**src/design/lp_ctrl_map.svh**
```systemverilog
// Purpose: Offsets, field positions, reset values and timing counts of the low-power controller
// Assumes: Included by its bare name from the design files
// Notes:   Definitions only
`ifndef LP_CTRL_MAP_SVH
`define LP_CTRL_MAP_SVH

// ======================================================================
// Register offsets (byte addresses)
`define LP_OFS_CTRL       8'h00
`define LP_OFS_WAKE_EN    8'h04
`define LP_OFS_WAKE_QUAL  8'h08
`define LP_OFS_STATUS     8'h0C

// ======================================================================
// Control register fields
`define LP_CTRL_WAIT_REQ   0
`define LP_CTRL_STOP_REQ   1
`define LP_CTRL_PCLK_STOP  2
`define LP_CTRL_XTAL_SEL   3
`define LP_CTRL_DIV8       4
`define LP_CTRL_DIV_LO     5
`define LP_CTRL_DIV_HI     6
`define LP_CTRL_WX_EN      7
`define LP_CTRL_WX_LO      8
`define LP_CTRL_WX_HI      9
`define LP_CTRL_FLASH_STOP 10
`define LP_CTRL_LOWPWR     11
`define LP_CTRL_RESET      12'h010
`define LP_WX_DIV8_CODE    2'h3

// ======================================================================
// Wake qualifier fields
`define LP_QUAL_SER_EXT    0
`define LP_QUAL_RA_EVT_NF  1
`define LP_QUAL_RA_ONCHIP  2
`define LP_QUAL_RB_RA_UF   3
`define LP_QUAL_INT_LO     4
`define LP_QUAL_VM1_FD     8
`define LP_QUAL_VM2_FD     9
`define LP_QUAL_W          10

// ======================================================================
// Interrupt source indices
`define LP_SRC_SERIAL      0
`define LP_SRC_KEY         1
`define LP_SRC_ADC         2
`define LP_SRC_TRA         3
`define LP_SRC_TRB         4
`define LP_SRC_TRC         5
`define LP_SRC_EXT_IRQ_PIN_ZERO        6
`define LP_SRC_VM1         10
`define LP_SRC_VM2         11
`define LP_SRC_OSC_STOP    12
`define LP_SRC_N           13

// ======================================================================
// Wake-up latency in CPU clock cycles
`define LP_LAT_BASE        4
`define LP_LAT_FLASH       12
`define LP_LAT_LOWPWR      16

`endif

```
**src/design/lp_ctrl_pkg.sv**
```systemverilog
// Purpose: Types shared by the low-power controller
// Assumes: Nothing
// Notes:   Constants live in lp_ctrl_map.svh
package lp_ctrl_pkg;
   // ======================================================================
   // Power control states
   typedef enum logic [1:0] {ST_RUN, ST_WAIT, ST_STOP, ST_RESUME} pm_state_type;
endpackage

```
**src/design/wake_qualifier.sv**
```systemverilog
// Purpose: Decides which pending interrupts may end wait or stop mode
// Assumes: Inputs already synchronised to clk
// Notes:   Pure combinational gating plus checks
`include "lp_ctrl_map.svh"
`timescale 1ns/1ps
`default_nettype none
module wake_qualifier #(
   parameter int NSRC = `LP_SRC_N
) (
   input  wire logic                    clk,
   input  wire logic                    rst,
   input  wire logic [NSRC-1:0]         irq_sync,
   input  wire logic [NSRC-1:0]         irq_enable,
   input  wire logic [`LP_QUAL_W-1:0]   qual,
   input  wire logic                    periph_clk_stop_in_wait,
   input  wire logic                    in_wait,
   input  wire logic                    in_stop,
   output logic                         wake
);
   // ======================================================================
   // Usable masks
   logic [NSRC-1:0] ok_wait_run;
   logic [NSRC-1:0] ok_wait_halt;
   logic [NSRC-1:0] ok_stop;
   logic [3:0]      int_nf;
   logic [NSRC-1:0] req;

   initial begin
      if (NSRC != `LP_SRC_N) $error("wake_qualifier: NSRC must equal source count");
   end

   assign int_nf = qual[`LP_QUAL_INT_LO +: 4];
   assign req    = irq_sync & irq_enable;   // Level 000b leaves a source out

   // Peripheral clocks running: everything but the converter
   assign ok_wait_run = ~(13'h1 << `LP_SRC_ADC);

   // Divided clocks halted: only externally or oscillator clocked sources
   assign ok_wait_halt = {1'b0,
                          2'b11,
                          int_nf,
                          1'b0,
                          qual[`LP_QUAL_RB_RA_UF] & qual[`LP_QUAL_RA_ONCHIP],
                          qual[`LP_QUAL_RA_EVT_NF] | qual[`LP_QUAL_RA_ONCHIP],
                          1'b0,
                          1'b1,
                          qual[`LP_QUAL_SER_EXT]};

   // All oscillators halted: only external-signal sources
   assign ok_stop = {1'b0,
                     qual[`LP_QUAL_VM2_FD],
                     qual[`LP_QUAL_VM1_FD],
                     int_nf,
                     2'b00,
                     qual[`LP_QUAL_RA_EVT_NF],
                     1'b0,
                     1'b1,
                     qual[`LP_QUAL_SER_EXT]};

   // Selection by mode
   assign wake = (in_wait & |(req & (periph_clk_stop_in_wait ? ok_wait_halt : ok_wait_run)))
               | (in_stop & |(req & ok_stop));
endmodule
`default_nettype wire

```
**src/design/low_power_wait_stop_control.sv**
```systemverilog
// Purpose: Wait and stop mode sequencing with wake gating and divider updates
// Assumes: APB master on clk; interrupt pins asynchronous; rst synchronous
// Notes:   Request bits are strobes; stop wins over wait in one cycle
`include "lp_ctrl_map.svh"
`timescale 1ns/1ps
`default_nettype none
module low_power_wait_stop_control #(
   parameter int NSRC       = `LP_SRC_N,
   parameter int LAT_BASE   = `LP_LAT_BASE,
   parameter int LAT_FLASH  = `LP_LAT_FLASH,
   parameter int LAT_LOWPWR = `LP_LAT_LOWPWR
) (
   input  wire logic                      clk,
   input  wire logic                      rst,
   input  wire logic                      psel,
   input  wire logic                      penable,
   input  wire logic                      pwrite,
   input  wire logic [7:0]                paddr,
   input  wire logic [31:0]               pwdata,
   output logic [31:0]                    prdata,
   output logic                           pready,
   output logic                           pslverr,
   input  wire logic                      wait_instr,
   input  wire logic [NSRC-1:0]           periph_irq,
   output logic                           cpu_clk_en,
   output logic                           periph_div_clk_en,
   output logic                           osc_run,
   output logic                           port_hold,
   output logic                           irq_seq_start,
   output logic                           main_div8_select,
   output logic [1:0]                     cpu_div_field,
   output logic                           crystal_output_pin_o,
   output logic                           crystal_output_pin_oe,
   output lp_ctrl_pkg::pm_state_type      pm_state
);
   import lp_ctrl_pkg::*;

   initial begin
      if (NSRC != `LP_SRC_N) $error("NSRC must equal source count");
      if (LAT_BASE < 1 || LAT_BASE + LAT_FLASH + LAT_LOWPWR > 255) $error("latency out of range");
   end

   // ======================================================================
   // Helpers
   function automatic logic [7:0] lat_sel(input logic flash_stop_bit, input logic lowpwr);
      lat_sel = 8'(LAT_BASE) + (flash_stop_bit ? 8'(LAT_FLASH) : 8'h00) + (lowpwr ? 8'(LAT_LOWPWR) : 8'h00);
   endfunction

   // ======================================================================
   // Registers and state
   pm_state_type            state_r;
   pm_state_type            state_nxt;
   logic                    pclk_stop_r;
   logic                    xtal_sel_r;
   logic                    div8_r;
   logic                    div8_nxt;
   logic [1:0]              cpu_div_r;
   logic [1:0]              cpu_div_nxt;
   logic                    wx_en_r;
   logic [1:0]              wx_div_r;
   logic                    flash_stop_r;
   logic                    lowpwr_r;
   logic [NSRC-1:0]         wake_en_r;
   logic [`LP_QUAL_W-1:0]   qual_r;
   logic [7:0]              lat_cnt_r;
   logic [7:0]              lat_cnt_nxt;
   logic                    seq_r;
   logic [31:0]             prdata_r;
   logic [NSRC-1:0]         irq_meta_r;
   logic [NSRC-1:0]         irq_sync_r;
   logic                    wake;

   // ======================================================================
   // APB decode
   logic        acc_wr;
   logic        setup_rd;
   logic        hit;
   logic        wr_ctrl;
   logic        wr_en;
   logic        wr_qual;
   logic        go_wait;
   logic        go_stop;
   logic [31:0] rd_mux;
   logic [31:0] ctrl_view;
   logic [31:0] status_view;

   assign hit      = (paddr == `LP_OFS_CTRL) || (paddr == `LP_OFS_WAKE_EN)
                   || (paddr == `LP_OFS_WAKE_QUAL) || (paddr == `LP_OFS_STATUS);
   assign acc_wr   = psel & penable & pwrite;
   assign setup_rd = psel & ~penable & ~pwrite;
   assign wr_ctrl  = acc_wr & (paddr == `LP_OFS_CTRL);
   assign wr_en    = acc_wr & (paddr == `LP_OFS_WAKE_EN);
   assign wr_qual  = acc_wr & (paddr == `LP_OFS_WAKE_QUAL);
   assign pready   = 1'b1;                 // Zero wait states
   assign pslverr  = psel & penable & ~hit;

   // Request bits are strobes; they read back as zero
   assign go_wait = (state_r == ST_RUN) & (wait_instr | (wr_ctrl & pwdata[`LP_CTRL_WAIT_REQ]));
   assign go_stop = (state_r == ST_RUN) & wr_ctrl & pwdata[`LP_CTRL_STOP_REQ];

   assign ctrl_view = {20'h0, lowpwr_r, flash_stop_r, wx_div_r, wx_en_r, cpu_div_r, div8_r,
                       xtal_sel_r, pclk_stop_r, 2'b00};
   assign status_view = {27'h0, osc_run, periph_div_clk_en, cpu_clk_en, 2'(state_r)};
   assign rd_mux = (paddr == `LP_OFS_CTRL)      ? ctrl_view :
                   (paddr == `LP_OFS_WAKE_EN)   ? {{(32-NSRC){1'b0}}, wake_en_r} :
                   (paddr == `LP_OFS_WAKE_QUAL) ? {{(32-`LP_QUAL_W){1'b0}}, qual_r} :
                   (paddr == `LP_OFS_STATUS)    ? status_view : 32'h0;

   // Read data captured in the setup cycle, shown in the access cycle
   always_ff @(posedge clk) begin
      if (rst) begin
         prdata_r <= 32'h0;
      end else if (setup_rd) begin
         prdata_r <= rd_mux;
      end
   end
   assign prdata = prdata_r;

   // ======================================================================
   // Interrupt pin synchroniser; first stage feeds only the second
   always_ff @(posedge clk) begin
      if (rst) begin
         irq_meta_r <= '0;
         irq_sync_r <= '0;
      end else begin
         irq_meta_r <= periph_irq;
         irq_sync_r <= irq_meta_r;
      end
   end

   wake_qualifier #(
      .NSRC (NSRC)
   ) u_wake (
      .clk                     (clk),
      .rst                     (rst),
      .irq_sync                (irq_sync_r),
      .irq_enable              (wake_en_r),
      .qual                    (qual_r),
      .periph_clk_stop_in_wait (pclk_stop_r),
      .in_wait                 (state_r == ST_WAIT),
      .in_stop                 (state_r == ST_STOP),
      .wake                    (wake)
   );

   // ======================================================================
   // Mode sequencer; reset returns to run from any mode
   always_comb begin
      state_nxt   = state_r;
      div8_nxt    = wr_ctrl ? pwdata[`LP_CTRL_DIV8] : div8_r;
      cpu_div_nxt = wr_ctrl ? pwdata[`LP_CTRL_DIV_HI:`LP_CTRL_DIV_LO] : cpu_div_r;
      lat_cnt_nxt = lat_cnt_r;
      case (state_r)
         ST_RUN: begin
            if (go_stop) begin
               state_nxt = ST_STOP;
               div8_nxt  = 1'b1;
            end else if (go_wait) begin
               state_nxt = ST_WAIT;
            end
         end
         ST_WAIT: begin
            if (wake) begin
               state_nxt   = ST_RESUME;
               lat_cnt_nxt = lat_sel(flash_stop_r, lowpwr_r);
               if (wx_en_r) begin
                  div8_nxt    = (wx_div_r == `LP_WX_DIV8_CODE);
                  cpu_div_nxt = (wx_div_r == `LP_WX_DIV8_CODE) ? cpu_div_r : wx_div_r;
               end
            end
         end
         ST_STOP: begin
            if (wake) begin
               state_nxt   = ST_RESUME;
               lat_cnt_nxt = lat_sel(flash_stop_r, lowpwr_r);
            end
         end
         ST_RESUME: begin
            lat_cnt_nxt = lat_cnt_r - 8'h01;
            if (lat_cnt_r == 8'h01) begin
               state_nxt = ST_RUN;
            end
         end
         default: state_nxt = ST_RUN;
      endcase
   end

   always_ff @(posedge clk) begin
      if (rst) begin
         state_r   <= ST_RUN;
         div8_r    <= 1'b1;
         cpu_div_r <= 2'b00;
         lat_cnt_r <= 8'h00;
         seq_r     <= 1'b0;
      end else begin
         state_r   <= state_nxt;
         div8_r    <= div8_nxt;
         cpu_div_r <= cpu_div_nxt;
         lat_cnt_r <= lat_cnt_nxt;
         seq_r     <= (state_r == ST_RESUME) && (lat_cnt_r == 8'h01);
      end
   end

   // ======================================================================
   // Software-written configuration
   always_ff @(posedge clk) begin
      if (rst) begin
         pclk_stop_r  <= 1'b0;
         xtal_sel_r   <= 1'b0;
         wx_en_r      <= 1'b0;
         wx_div_r     <= 2'b00;
         flash_stop_r <= 1'b0;
         lowpwr_r     <= 1'b0;
      end else if (wr_ctrl) begin
         pclk_stop_r  <= pwdata[`LP_CTRL_PCLK_STOP];
         xtal_sel_r   <= pwdata[`LP_CTRL_XTAL_SEL];
         wx_en_r      <= pwdata[`LP_CTRL_WX_EN];
         wx_div_r     <= pwdata[`LP_CTRL_WX_HI:`LP_CTRL_WX_LO];
         flash_stop_r <= pwdata[`LP_CTRL_FLASH_STOP];
         lowpwr_r     <= pwdata[`LP_CTRL_LOWPWR];
      end
   end

   // Wake enables stand in for nonzero priority levels
   always_ff @(posedge clk) begin
      if (rst) begin
         wake_en_r <= '0;
         qual_r    <= '0;
      end else begin
         if (wr_en) begin
            wake_en_r <= pwdata[NSRC-1:0];
         end
         if (wr_qual) begin
            qual_r <= pwdata[`LP_QUAL_W-1:0];
         end
      end
   end

   // ======================================================================
   // Clock gating and pin hold
   assign cpu_clk_en        = (state_r == ST_RUN);
   assign osc_run           = (state_r != ST_STOP);
   assign periph_div_clk_en = (state_r == ST_RUN) || (state_r == ST_RESUME)
                            || ((state_r == ST_WAIT) && !pclk_stop_r);
   assign port_hold         = (state_r == ST_WAIT) || (state_r == ST_STOP);
   // Crystal pin: high in stop when selected, else left as input
   assign crystal_output_pin_o  = (state_r == ST_STOP) & xtal_sel_r;
   assign crystal_output_pin_oe = (state_r == ST_STOP) & xtal_sel_r;
   assign irq_seq_start     = seq_r;
   assign main_div8_select  = div8_r;
   assign cpu_div_field     = cpu_div_r;
   assign pm_state          = state_r;

   // ======================================================================
   // Checks
   logic [7:0] resume_len_r;
   logic [7:0] lat_exp_r;
   always_ff @(posedge clk) begin
      if (rst) begin
         resume_len_r <= 8'h00;
         lat_exp_r    <= 8'h00;
      end else if (state_r == ST_RESUME) begin
         resume_len_r <= resume_len_r + 8'h01;
      end else begin
         resume_len_r <= 8'h00;
         lat_exp_r    <= lat_sel(flash_stop_r, lowpwr_r);
      end
   end
endmodule
`default_nettype wire

```
**config.mk**
```make
export PLATFORM = sky130hd
export DESIGN_NAME = low_power_wait_stop_control
export DESIGN_NICKNAME = d
export VERILOG_FILES = /design/src/design/lp_ctrl_pkg.sv /design/src/design/wake_qualifier.sv /design/src/design/low_power_wait_stop_control.sv
export VERILOG_INCLUDE_DIRS = /design/src /design/src/design
export SDC_FILE = /design/constraint.sdc
export NUM_CORES = 1
export LEC_CHECK = 0
export ABC_AREA = 1
export CAP_MARGIN = 20
export CORE_MARGIN = 2
export CORE_UTILIZATION = 45
export DETAILED_ROUTE_END_ITERATION = 8
export DONT_BUFFER_PORTS = 1
export PLACE_DENSITY_LB_ADDON = 0.05
export SYNTH_ARGS = -nofsm -noshare
export SYNTH_HDL_FRONTEND = slang
export SYNTH_SLANG_ARGS = --single-unit
```
**constraint.sdc**
```tcl
create_clock -name clk -period 1.6 [get_ports clk]
set_input_delay 0.32 -clock clk [delete_from_list [all_inputs] [get_ports clk]]
set_output_delay 0.32 -clock clk [all_outputs]
set_load 0.02 [all_outputs]
```
# == Word-level counts from Yosys, hierarchy flattened ==
# Cells that the tools add are included.
# W data, S select, Z words.
# totals
register_bits,102
inputBits,59
output_inout_bits,46
word_cells,98
# classes
add_sub_neg,3
n_eq_ne,13
mux,24
bitwise_logic,25
reduce_logical,17
# op_table
operator,n
$mux W13,3
$and A13 B13 Y13,2
$reduce_or A13 Y1,2
$mux W2,9
$and A1 B1 Y1,16
$eq A8 B4 Y1 const B,2
$pmux W8 S2,1
$and A13 B12 Y13,1
$mux W10,1
$mux W5,2
$eq A8 B1 Y1 const B,1
$eq A8 B3 Y1 const B,1
$logic_not A8 Y1,1
$mux W8,1
$sub A8 B1 Y8 const B,1
$add A5 B5 Y6,1
$eq A2 B2 Y1 const B,3
$logic_or A1 B1 Y1,6
$pmux W2 S3,1
$add A3 B4 Y5 const A,1
$mux W1,4
$mux W4,1
$ne A2 B2 Y1 const B,2
$ne A4 B4 Y1 const B,1
other kinds (13),18

# == Depth between registers and ports, before layout ==
# Gate-level depths: netlist of run 1.
# depth
word_depth,9
ltp_mapped,13
depth_no_buf,13

# == By module ==
# From an unflattened synthesis of run 1, not the netlist that was laid out.
# unflattened
hier_cells,562
area_unflattened_um2,3950.0
# by_module_without_submodules
module,instances,cells_per_inst,area_each_um2,seq_area_each_um2
low_power_wait_stop_control,1,496,3686.0,1661.6
wake_qualifier,1,66,264.0,0.0

# == Worst setup path after synthesis of run 1 ==
# OpenSTA, ideal clock, no wires.
# synth_path
path_type,input -> output
from,input paddr[7]
to,output pslverr
t_arrival_ns,1.932
t_required_ns,1.280
path_slack_ns,-0.652
path_stages,6
path_cell_list,nor2_1 -> nand2_2 -> inv_1 -> nand4_2 -> inv_1 -> a2111oi_0
# synth_between
elab_chain_len,6
# synth_rtl
element,line,rtl
start: declaration,low_power_wait_stop_control.sv:18,"input wire logic [7:0] paddr,"
$eq A8 B3 Y1 (no line) or $logic_not A8 Y1 (tied branches),-,
$logic_or A1 B1 Y1 (2 in series),low_power_wait_stop_control.sv:87,assign hit = (paddr == `LP_OFS_CTRL) || (paddr == `LP_OFS_WAKE_EN)
$logic_or A1 B1 Y1 *,low_power_wait_stop_control.sv:87,
$not A1 Y1 *,low_power_wait_stop_control.sv:95,assign pslverr = psel & penable & ~hit;
$and A1 B1 Y1 *,low_power_wait_stop_control.sv:95,
end: declaration,low_power_wait_stop_control.sv:22,"output logic pslverr,"
# Every way passes the cells marked *; elsewhere a longest branch is shown, timed or not.

# == Worst setup path after layout of run 1 ==
# layout_path
from,"register state_r[1], in the netlist pm_state[1]"
to,output periph_div_clk_en
# layout_between
elab_chain_len,3
# layout_rtl
element,line,rtl
start: declaration,low_power_wait_stop_control.sv:51,pm_state_type state_r;
start signal: assignment,low_power_wait_stop_control.sv:195,state_r <= state_nxt;
$eq A2 B2 Y1 (tied with other cells),low_power_wait_stop_control.sv:242,assign periph_div_clk_en = (state_r == ST_RUN) || (state_r == ST_RESUME)
$logic_or A1 B1 Y1 or $logic_and A1 B1 Y1 (tied branches),"low_power_wait_stop_control.sv:242, low_power_wait_stop_control.sv:243",
$logic_or A1 B1 Y1 *,low_power_wait_stop_control.sv:243,|| ((state_r == ST_WAIT) && !pclk_stop_r);
end: declaration,low_power_wait_stop_control.sv:26,"output logic periph_div_clk_en,"
# Marks and branches as above.

==> results of run 1 <==
==> flip-flops by register name (all words and copies together) (netlist names), 2 cells and up <==
register / cells
irq_meta_r: 12
prdata: 13
wx_div_r: 2
qual_r: 10
wake_en_r: 13
lat_cnt_r: 8
cpu_div_field: 2
irq_sync_r: 12
pm_state: 2
==> worst max-delay path, delay by kind of cell, from the launching register on <==
kind / cells / cell delay, ps
adder cells (fa/ha/maj): 1 / 300
buffers and inverters: 2 / 170
flip-flops: 1 / 390
AND/OR/NAND/NOR: 1 / 60
==> path summary, 6_finish.rpt <==
path / from / to / cells after the start
setup / recovery: pm_state[1] / periph_div_clk_en / 4
setup reg to reg: pclk_stop_r / lat_cnt_r[1] / 12
hold reg to reg: irq_meta_r[8] / irq_sync_r[8] / 2
hold / removal: rst / irq_sync_r[8] / 1
==> cells in the final DEF, fill, tap and decap left out, types with 8 or more instances in the layout <==
cell type | Yosys | final
nand2_1 | 106 | 97
inv_1 | 86 | 81
dfxtp_1 | 81 | 77
nor2_1 | 82 | 76
buf_4 | 21 | 44
o21ai_0 | 38 | 34
nand3_1 | 33 | 32
a21oi_1 | 28 | 27
conb_1 | 2 | 20
nor3_1 | 11 | 10
clkbuf_8 | 0 | 10
o21ai_1 | 6 | 9
nand2_2 | 1 | 8
==> metal layers <==
layer	track usage	vias to the layer above	share of wire
li1	-	1814	-
met1	0.282	1560	0.46
met2	0.340	91	0.46
met3	0.0453	11	0.064
met4	0.0737	0	0.013
met5	0	-	0
==> power breakdown <==
group	internal (uW)	leakage (uW)	total, uW	switching, uW
registers	2140	0.000662	2260	124
logic	880	0.00139	2110	1230
clock network	621	0.0000866	1430	813
total	3640	0.00214	5810	2170
==> Yosys cell counts (all sizes together) (2+ instances only) <==
| master | count |
|---|---|
| nand2 | 109 |
| inv | 93 |
| nor2 | 86 |
| dfxtp | 81 |
| o21ai | 44 |
| nand3 | 34 |
| a21oi | 28 |
| buf | 26 |
| nor3 | 11 |
| clkbuf | 8 |
| ha | 8 |
| o221ai | 6 |
| a211oi | 5 |
| nand4 | 4 |
| xor2 | 4 |
| a31oi | 3 |
| nor4 | 3 |
| conb | 2 |
==> cell families (layout without fill, tap and decap cells) <==
family | count (synthesis) | in the layout | synth area share
flip-flops | 81 | 81 | 0.413
other | 2 | 20 | 0.00191
AO/OA/AOI/OAI | 89 | 89 | 0.126
AND/OR/NAND/NOR | 249 | 249 | 0.280
XOR/XNOR | 4 | 4 | 0.00892
adder cells (fa/ha/maj) | 8 | 8 | 0.0255
buffers and inverters | 128 | 158 | 0.145
==> metrics by stage <==
stage / cells / TNS [ps] / total power (uW)
final: 717 / 0 / 5810
after global routing: 717 / -465 / 6120
after CTS: 714 / -36.9 / 5570
after detailed placement: 695 / -598 / 3960
after global placement: 695 / -337 / 3920
after floorplan: 579 / -16.9 / 3440
==> timing repair <==
action                     CTS  global route
hold buffers                 0             0
setup endpoints to repair   19            20
setup buffers                3             3
gates resized for setup     15            38
pin swaps                    1            14
==> area by class of cell <==
| type | instances | area (um^2) |
|---|---|---|
| clock buffer | 10 | 138 |
| clock inverter | 6 | 51.3 |
| tap | 108 | 135 |
| multi-input combinational | 370 | 1930 |
| timing repair buffer | 48 | 375 |
| fill | 887 | 3960 |
| sequential | 81 | 1630 |
| inverter | 94 | 370 |
==> insert_results.sql, run 1 <==
INSERT INTO impl_metrics (metric_group, metric, value, unit) VALUES
('placement', 'placed_cell_area', '4250', 'um^2'),
('sta', 'finalSetupViolations', '0', ''),
('yosys', 'yosysUniqueCellTypes', '37', ''),
('clock_tree', 'tritoncts_num_sinks', '81', ''),
('yosys', 'sequential_share_of_the_synthesized_area', '0.413', ''),
('worst_setup_path', 'cpPeakStageDelay', '390', 'ps'),
('layout', 'final_core_util', '0.539', ''),
('clock_tree', 'cts_root_buffer', 'clkbuf_8', ''),
('worst_setup_path', 'regToRegSetupSlack', '10', 'ps'),
('route', 'drc_violations_left', '0', ''),
('route', 'drt-pass1-iter-count', '4', ''),
('status', 'run_status', 'finished, final reports clean', ''),
('die', 'floorplan.die.height', '97.4', 'um'),
('sta', 'timing_worst_slew_pin_value', '669', 'ps'),
('sta', 'final_critical_path_setup_slack', '3.39', 'ps'),
('power_and_ir_drop', 'power.ir.vdd_worst', '0.497', 'mV'),
('worst_setup_path', 'worstPathCellList', 'inv_4 -> ha_4 -> nand2_4 -> buf_6', ''),
('placement', 'dp_hpwl', '7.36', 'mm'),
('yosys', 'synth_top_cells_by_area', 'dfxtp_1 (41%), nand2_1 (10%), inv_1 (8.2%), nor2_1 (7.8%), o21ai_0 (4.8%)', ''),
('sta', 'rsz0062_at_grt', 'true', ''),
('grt', 'grt_max_degree', '41', ''),
('sta', 'report.final.hold_viol_count', '0', ''),
('route', 'ant_nets', '0', ''),
('run', 'drv.max_cap_violation_count', '0', ''),
('die', 'design.die.area', '9490', 'um^2'),
('sta', 'clock_skew', '17.1', 'ps'),
('hold_path', 'worstHoldPathType', 'input port to flop', ''),
('worst_setup_path', 'timing.critical_path.slowest_stage_cell', 'dfxtp_4', ''),
('grt', 'first_global_vias', '3194', ''),
('worst_setup_path', 'timing.setup.critical_path_class', 'flop to output port', ''),
('placement', 'dpl_worst_slack', '-116', 'ps'),
('yosys', 'postSynthCellCount', '561', ''),
('route', 'drt_first_iter_violations', '114', ''),
('yosys', 'dominantRegCellSynth', 'dfxtp_1', ''),
('sta', 'fmax', '626', 'MHz'),
('worst_setup_path', 'cp_data_required_time', '1280', 'ps'),
('layout', 'finalNetCount', '671', ''),
('layout', 'layout-area-overhead-vs-synth', '18.0', '%'),
('worst_setup_path', 'critPathArrivalTime', '1280', 'ps'),
('yosys', 'mean_instance_size_in_the_synthesized_netlist', '7.00', 'um^2'),
('yosys', 'number_of_enable_flip_flop_cells_after_synthesis', '0', ''),
('layout', 'antenna_cells', '0', ''),
('grt', 'grt_antenna_before_repair', '0', ''),
('sta', 'fin_hold_ws', '20.3', 'ps'),
('clock_tree', 'maximum_root_to_sink_buffer_count', '2', ''),
('clock_tree', 'cts_buffers', '9', ''),
('sta', 'share_of_the_clock_period_used_by_the_worst_path', '0.998', ''),
('power_and_ir_drop', 'powerDensity', '1250', 'nW/um^2'),
('clock_tree', 'clk_pin_slew_worst_paths', '90', 'ps'),
('yosys', 'netlist.area_leader.share', '0.413', ''),
('sta', 'period_needed', '1600', 'ps'),
('route', 'routedWlPerCell', '13.7', 'um'),
('power_and_ir_drop', 'static-leakage-power', '0.00214', 'uW'),
('die', 'start_util', '0.457', ''),
('die', 'io-pin-count', '105', ''),
('clock_tree', 'clk-insertion-delay-late', '370', 'ps'),
('layout', 'layout.cell_area.non_filler', '4630', 'um^2'),
('worst_setup_path', 'cp-start-kind', 'flop', ''),
('die', 'coreArea', '8590', 'um^2'),
('route', 'route.final.wire_length', '9.86', 'mm'),
('die', 'fp-row-count', '34', ''),
('yosys', 'ys.warnings.count', '0', ''),
('yosys', 'ys_ff_latch', '81', ''),
('die', 'die_width', '97.4', 'um'),
('yosys', 'ys_async_sr_fraction', '0', ''),
('yosys', 'synth_area', '3930', 'um^2'),
('sta', 'drv_slew', '0', ''),
('grt', 'gr-usage-all-layers', '0.211', ''),
('layout', 'post_route_cells_drive_above_1_share', '0.190', ''),
('clock_tree', 'tritoncts', 'done', ''),
('placement', 'place_congestion', '0.852', ''),
('sta', 'slew-limit-headroom', '0.552', ''),
('route', 'route.vias.total', '3476', ''),
('placement', 'port_buffers', '0', ''),
('yosys', 'synth_top_cell_by_area', 'dfxtp_1', ''),
('route', 'detail_route.vias_per_cell', '4.85', ''),
('grt', 'grt_first_pass_wirelength', '15.9', 'mm'),
('clock_tree', 'clock_tree.htree_level_count', '3', ''),
('worst_setup_path', 'critPathCaptureType', 'output port', ''),
('grt', 'grt_remaining_overflow', '0', ''),
('worst_setup_path', 'crit_path_max_fanout', '4', '');
No activity file was read; power rests on OpenSTA's default activity.
==> inputs of run 2 (changes only) <==
--- a/config.mk
+++ b/config.mk
@@ -13,6 +13,7 @@
 export DETAILED_ROUTE_END_ITERATION = 8
 export DONT_BUFFER_PORTS = 1
 export PLACE_DENSITY_LB_ADDON = 0.05
+export RECOVER_POWER = 50
 export SYNTH_ARGS = -nofsm -noshare
 export SYNTH_HDL_FRONTEND = slang
 export SYNTH_SLANG_ARGS = --single-unit
==> run 2 against run 1 <==
Setup slack better by 6.1 ps. Design area is 0.43% lower. Core utilization is 0.23 points lower. Register-to-register slack hardly changed. Count of clock-buffer cells in the layout stayed put. Global-route usage stayed put.
==> insert_results.sql, run 2 (synthesis results as in run 1) <==
INSERT INTO impl_metrics (metric_group, metric, value, unit) VALUES
('route', 'detail_route.vias_per_cell', '4.86', ''),
('route', 'route.vias.total', '3484', ''),
('sta', 'total_negative_setup_slacks', '0', 'ps'),
('grt', 'first_global_vias', '3194', ''),
('worst_setup_path', 'critPathArrivalTime', '1270', 'ps'),
('worst_setup_path', 'cpPeakStageDelay', '380', 'ps'),
('grt', 'grt_max_degree', '41', ''),
('layout', 'fillerInstances', '888', ''),
('die', 'io-pin-count', '105', ''),
('worst_setup_path', 'timing.critical_path.slowest_stage_cell', 'dfxtp_4', ''),
('worst_setup_path', 'timing.critical_path.max_delay_family', 'flip-flops', ''),
('layout', 'multi_input_area', '1920', 'um^2'),
('route', 'route.final.wire_length', '9.81', 'mm'),
('status', 'run_status', 'finished, final reports clean', ''),
('sta', 'rsz0062_at_grt', 'true', ''),
('layout', 'layout.cell_area.non_filler', '4610', 'um^2'),
('sta', 'finalSetupViolations', '0', ''),
('placement', 'placed_cell_area', '4250', 'um^2'),
('clock_tree', 'maximum_root_to_sink_buffer_count', '2', ''),
('clock_tree', 'clk_pin_slew_worst_paths', '90', 'ps'),
('clock_tree', 'cts_buffers', '9', ''),
('sta', 'timing_worst_slew_pin_value', '671', 'ps'),
('grt', 'grt_remaining_overflow', '0', ''),
('clock_tree', 'cts_root_buffer', 'clkbuf_8', ''),
('sta', 'fmax', '629', 'MHz'),
('sta', 'slew-limit-headroom', '0.551', ''),
('power_and_ir_drop', 'powerDensity', '1260', 'nW/um^2'),
('die', 'die_width', '97.4', 'um'),
('clock_tree', 'tritoncts_num_sinks', '81', ''),
('clock_tree', 'clk-insertion-delay-late', '370', 'ps'),
('worst_setup_path', 'crit_path_max_fanout', '4', ''),
('route', 'drc_violations_left', '0', ''),
('die', 'start_util', '0.457', ''),
('die', 'design.die.area', '9490', 'um^2'),
('run', 'drv.max_cap_violation_count', '0', ''),
('layout', 'layout-area-overhead-vs-synth', '17.5', '%'),
('layout', 'antenna_cells', '0', ''),
('die', 'coreArea', '8590', 'um^2'),
('route', 'drt_first_iter_violations', '116', ''),
('layout', 'post_route_cells_drive_above_1_share', '0.181', ''),
('grt', 'grt_antenna_before_repair', '0', ''),
('sta', 'clock_skew', '17.5', 'ps'),
('sta', 'share_of_the_clock_period_used_by_the_worst_path', '0.994', ''),
('layout', 'layout_commonest_cell', 'nand2_1', ''),
('sta', 'report.final.hold_viol_count', '0', ''),
('clock_tree', 'tritoncts', 'done', ''),
('layout', 'finalNetCount', '671', ''),
('power_and_ir_drop', 'static-leakage-power', '0.00213', 'uW'),
('worst_setup_path', 'cp-start-kind', 'flop', ''),
('clock_tree', 'cts-hold-fix-buffers', '0', ''),
('placement', 'dp_hpwl', '7.36', 'mm'),
('worst_setup_path', 'cp_num_buf_inv', '2', ''),
('placement', 'port_buffers', '0', ''),
('layout', 'mostFrequentLayoutCells', 'nand2_1 (98), inv_1 (82), nor2_1 (78)', ''),
('die', 'fp-row-count', '34', ''),
('hold_path', 'worstHoldPathType', 'input port to flop', ''),
('placement', 'place_congestion', '0.852', ''),
('route', 'drt-pass1-iter-count', '5', ''),
('worst_setup_path', 'worstPathCellList', 'inv_4 -> ha_4 -> nand2_4 -> buf_6', ''),
('layout', 'final_core_util', '0.537', ''),
('worst_setup_path', 'critPathCaptureType', 'output port', ''),
('worst_setup_path', 'cp_data_required_time', '1280', 'ps'),
('sta', 'drv_slew', '0', ''),
('grt', 'gr-usage-all-layers', '0.211', ''),
('clock_tree', 'clock_tree.htree_level_count', '3', ''),
('die', 'floorplan.die.height', '97.4', 'um'),
('power_and_ir_drop', 'power.ir.vdd_worst', '0.496', 'mV'),
('route', 'ant_nets', '0', ''),
('route', 'routedWlPerCell', '13.7', 'um'),
('grt', 'grt_first_pass_wirelength', '15.9', 'mm'),
('sta', 'period_needed', '1590', 'ps'),
('worst_setup_path', 'timing.setup.critical_path_class', 'flop to output port', ''),
('layout', 'seq_area', '1630', 'um^2');
[run 2: cell type report]
type | instances | area share
Multi-Input combinational cell | 370 | 0.416
Sequential cell | 81 | 0.354
Inverter | 94 | 0.0803
Timing Repair Buffer | 48 | 0.0797
Clock buffer | 10 | 0.0298
Tap cell | 108 | 0.0293
Clock inverter | 6 | 0.0111
[run 2: what timing repair did]
action,in CTS,in global routing
setup endpoints to repair,19,20
setup buffers,3,3
resized for setup,15,38
pin swaps,1,14
[run 2: per-layer routing]
metal  track usage  vias to the layer above  routed length [um]
met4        0.0737                        0                 157
met3        0.0453                       13                 613
met1         0.282                     1560                4530
met5             0                        -                   0
li1              -                     1817                   -
met2         0.340                       94                4510
[run 2: through the flow]
step                power [uW]  std cells  hold slack (ps)  worst slack [ps]
floorplan                 3440        579              388             -16.9
global placement          3920        695              390             -88.1
detailed placement        3960        695              392              -116
CTS                       5570        714             5.32             -19.8
global route              6120        717             2.35             -64.0
finish                    5800        717             25.0              9.49
[run 2: final timing paths]
check | start | endpoint | slack, ps | cells after the start
worst max-delay path | pm_state[1] | periph_div_clk_en | 9 | 4
worst min-delay path | rst | irq_sync_r[8] | 20 | 1
worst max register to register | pclk_stop_r | lat_cnt_r[1] | 9 | 12
worst min register to register | irq_meta_r[8] | irq_sync_r[8] | 400 | 2
[run 2: power by group]
| group | switching (uW) | leakage, uW | internal, uW |
|---|---|---|---|
| Sequential | 123 | 0.000662 | 2140 |
| Combinational | 1230 | 0.00138 | 879 |
| Clock | 807 | 0.0000866 | 621 |
| Total | 2160 | 0.00213 | 3640 |
==> inputs of run 3 (changes only) <==
--- a/config.mk
+++ b/config.mk
@@ -7,11 +7,11 @@
 export NUM_CORES = 1
 export LEC_CHECK = 0
 export ABC_AREA = 1
+export BUFFER_PORTS_ARGS = -buffer_cell sky130_fd_sc_hd__clkbuf_2
 export CAP_MARGIN = 20
 export CORE_MARGIN = 2
 export CORE_UTILIZATION = 45
 export DETAILED_ROUTE_END_ITERATION = 8
-export DONT_BUFFER_PORTS = 1
 export PLACE_DENSITY_LB_ADDON = 0.05
 export RECOVER_POWER = 50
 export SYNTH_ARGS = -nofsm -noshare
==> run 3 against run 2 <==
The run now ends with setup timing left. Die area stayed put. Via count is 7.5% higher. Combinational power is 3% higher. Core utilization is 4.5 points higher. First-iteration DRC count is 23% higher. Largest cell class unchanged. Largest power group unchanged.
==> insert_results.sql, run 3 (synthesis results as in run 1) <==
INSERT INTO impl_metrics (metric_group, metric, value, unit) VALUES
('layout', 'seq_area', '1630', 'um^2'),
('worst_setup_path', 'timing.critical_path.slowest_stage_cell', 'dfxtp_4', ''),
('worst_setup_path', 'regToRegSetupSlack', '90', 'ps'),
('route', 'drt_first_iter_violations', '143', ''),
('layout', 'finalNetCount', '735', ''),
('worst_setup_path', 'worstPathCellList', 'inv_4 -> ha_4 -> nand2_4 -> clkbuf_8', ''),
('clock_tree', 'cts-hold-fix-buffers', '0', ''),
('route', 'drt-pass1-iter-count', '5', ''),
('grt', 'grt_remaining_overflow', '0', ''),
('sta', 'report.final.hold_viol_count', '0', ''),
('sta', 'final_critical_path_setup_slack', '-4.49', 'ps'),
('worst_setup_path', 'r2r_start', 'lat_cnt_r[0]', ''),
('power_and_ir_drop', 'powerDensity', '1160', 'nW/um^2'),
('layout', 'layout-area-overhead-vs-synth', '27.5', '%'),
('route', 'detail_route.vias_per_cell', '4.79', ''),
('power_and_ir_drop', 'static-leakage-power', '0.00240', 'uW'),
('status', 'violations', 'setup timing', ''),
('power_and_ir_drop', 'power.sequential.fraction', '0.388', ''),
('layout', 'fillerInstances', '851', ''),
('grt', 'gr-usage-all-layers', '0.215', ''),
('placement', 'placed_cell_area', '4610', 'um^2'),
('layout', 'layout_commonest_cell', 'nand2_1', ''),
('clock_tree', 'tritoncts_num_sinks', '81', ''),
('placement', 'dp_hpwl', '7.54', 'mm'),
('die', 'floorplan.die.height', '97.4', 'um'),
('worst_setup_path', 'cpPeakStageDelay', '390', 'ps'),
('sta', 'fmax', '623', 'MHz'),
('clock_tree', 'cts_buffers', '9', ''),
('status', 'run_status', 'finished with violations', ''),
('placement', 'place_congestion', '0.944', ''),
('placement', 'numPlacedInstances', '759', ''),
('die', 'die_width', '97.4', 'um'),
('clock_tree', 'clock_tree.htree_level_count', '3', ''),
('route', 'route.vias.total', '3744', ''),
('clock_tree', 'maximum_root_to_sink_buffer_count', '2', ''),
('sta', 'clock_skew', '12.8', 'ps'),
('hold_path', 'worstHoldPathType', 'input port to flop', ''),
('sta', 'timing_worst_slew_pin_value', '992', 'ps'),
('grt', 'first_global_vias', '3477', ''),
('sta', 'drv_slew', '0', ''),
('power_and_ir_drop', 'power_report.internal_total', '3640', 'uW'),
('hold_path', 'min_to', 'irq_meta_r[7]', ''),
('worst_setup_path', 'cp_data_required_time', '1280', 'ps'),
('route', 'drc_violations_left', '0', ''),
('grt', 'grt_antenna_before_repair', '0', ''),
('sta', 'finalSetupViolations', '1', ''),
('layout', 'antenna_cells', '0', ''),
('power_and_ir_drop', 'power.ir.vdd_worst', '0.508', 'mV'),
('clock_tree', 'tritoncts', 'done', ''),
('die', 'coreArea', '8590', 'um^2'),
('worst_setup_path', 'critPathCaptureType', 'output port', ''),
('worst_setup_path', 'critPathArrivalTime', '1280', 'ps'),
('power_and_ir_drop', 'power.switching', '2160', 'uW'),
('layout', 'layout.cell_area.non_filler', '5000', 'um^2'),
('route', 'ant_nets', '0', ''),
('layout', 'mostFrequentLayoutCells', 'nand2_1 (101), inv_1 (79), dfxtp_1 (77)', ''),
('worst_setup_path', 'timing.setup.critical_path_class', 'flop to output port', ''),
('hold_path', 'whs_path_depth', '3', ''),
('clock_tree', 'clk_pin_slew_worst_paths', '90', 'ps'),
('hold_path', 'worstHoldStart', 'periph_irq[7]', ''),
('power_and_ir_drop', 'pwr-share-comb', '0.376', ''),
('power_and_ir_drop', 'p_clk_frac', '0.236', ''),
('clock_tree', 'clk-insertion-delay-late', '350', 'ps'),
('grt', 'grt_first_pass_wirelength', '16.5', 'mm'),
('sta', 'share_of_the_clock_period_used_by_the_worst_path', '1.00', ''),
('clock_tree', 'cts_root_buffer', 'clkbuf_8', ''),
('die', 'start_util', '0.457', ''),
('grt', 'grt_max_degree', '44', ''),
('die', 'fp-row-count', '34', ''),
('layout', 'instances_no_fill', '781', ''),
('sta', 'rsz0062_at_grt', 'true', ''),
('worst_setup_path', 'cp-start-kind', 'flop', ''),
('run', 'drv.max_cap_violation_count', '0', ''),
('route', 'route.final.wire_length', '10.0', 'mm'),
('worst_setup_path', 'rr_worst_depth', '9', ''),
('sta', 'slew-limit-headroom', '0.338', ''),
('route', 'routedWlPerCell', '12.9', 'um'),
('die', 'io-pin-count', '105', ''),
('worst_setup_path', 'crit_path_max_fanout', '4', ''),
('placement', 'dpl_worst_slack', '-108', 'ps'),
('worst_setup_path', 'timing.rr.end', 'lat_cnt_r[4]', ''),
('placement', 'port_buffers', '64', ''),
('die', 'design.die.area', '9490', 'um^2'),
('layout', 'post_route_cells_drive_above_1_share', '0.233', ''),
('power_and_ir_drop', 'swShare', '0.373', ''),
('sta', 'period_needed', '1600', 'ps'),
('layout', 'multi_input_area', '1930', 'um^2');
[run 3: cell count changes in the layout (fill, tap and decap cells not counted), moves of 5 or more]
cell	delta
clkbuf_1	+18
buf_6	+5
clkbuf_2	+39
buf_4	-6
[run 3: critical path: cells and delay by family, from the launching register on]
kind | cells | cell delay, ps
flip-flops | 1 | 390
adder cells (fa/ha/maj) | 1 | 290
buffers and inverters | 2 | 210
AND/OR/NAND/NOR | 1 | 50
[run 3: how the worst max path moves through the flow]
| stage | startpoint | to | slack [ps] | depth (start not counted) |
|---|---|---|---|---|
| 2_1_floorplan | paddr[7] | pslverr | -20 | 6 |
| 5_1_grt | pclk_stop_r | lat_cnt_r[4] | -70 | 12 |
| 4_1_cts | pm_state[1] | crystal_output_pin_o | -20 | 5 |
| 3_5_place_dp | paddr[1] | wake_en_r[0] | -110 | 8 |
| 3_3_place_gp | paddr[1] | wake_en_r[0] | -80 | 8 |
| 6_report | pm_state[0] | periph_div_clk_en | -4 | 4 |
[run 3: metrics by stage]
| step | util | total power (uW) | hold slack (ps) | setup TNS, ps |
|---|---|---|---|---|
| 6_report | 0.582 | 5800 | 144 | -4.49 |
| 5_1_grt | 0.582 | 6170 | 139 | -517 |
| 3_3_place_gp | 0.536 | 3960 | 390 | -880 |
| 3_5_place_dp | 0.536 | 4010 | 392 | -1520 |
| 4_1_cts | 0.574 | 5640 | 134 | -57.2 |
| 2_1_floorplan | - | 3440 | 388 | -16.9 |
[run 3: what timing repair did]
action | CTS | global route
setup buffers | 5 | 1
endpoints found under the setup margin | 19 | 20
pin swaps | 5 | 2
gates cloned | 0 | 0
gates resized for setup | 30 | 37
[run 3: power by group through the flow]
stage               clock [uW]  combinational [uW]  sequential (uW)
floorplan                    0                1150             2290
global placement             0                1690             2270
detailed placement           0                1730             2270
CTS                       1400                2000             2240
global route              1500                2400             2260
finish                    1370                2180             2250
[run 3: layer usage]
layer	vias to the layer above	track usage	wire length, um
li1	1945	-	-
met1	1666	0.288	4530
met2	118	0.352	4750
met3	15	0.0360	587
met4	0	0.0726	186
met5	-	0	0
[run 3: final cells by class]
type | instances | area share
Multi-Input combinational cell | 370 | 0.385
Sequential cell | 81 | 0.327
Inverter | 94 | 0.0730
Timing Repair Buffer | 112 | 0.153
Clock buffer | 9 | 0.0248
Tap cell | 108 | 0.0270
Clock inverter | 7 | 0.0108
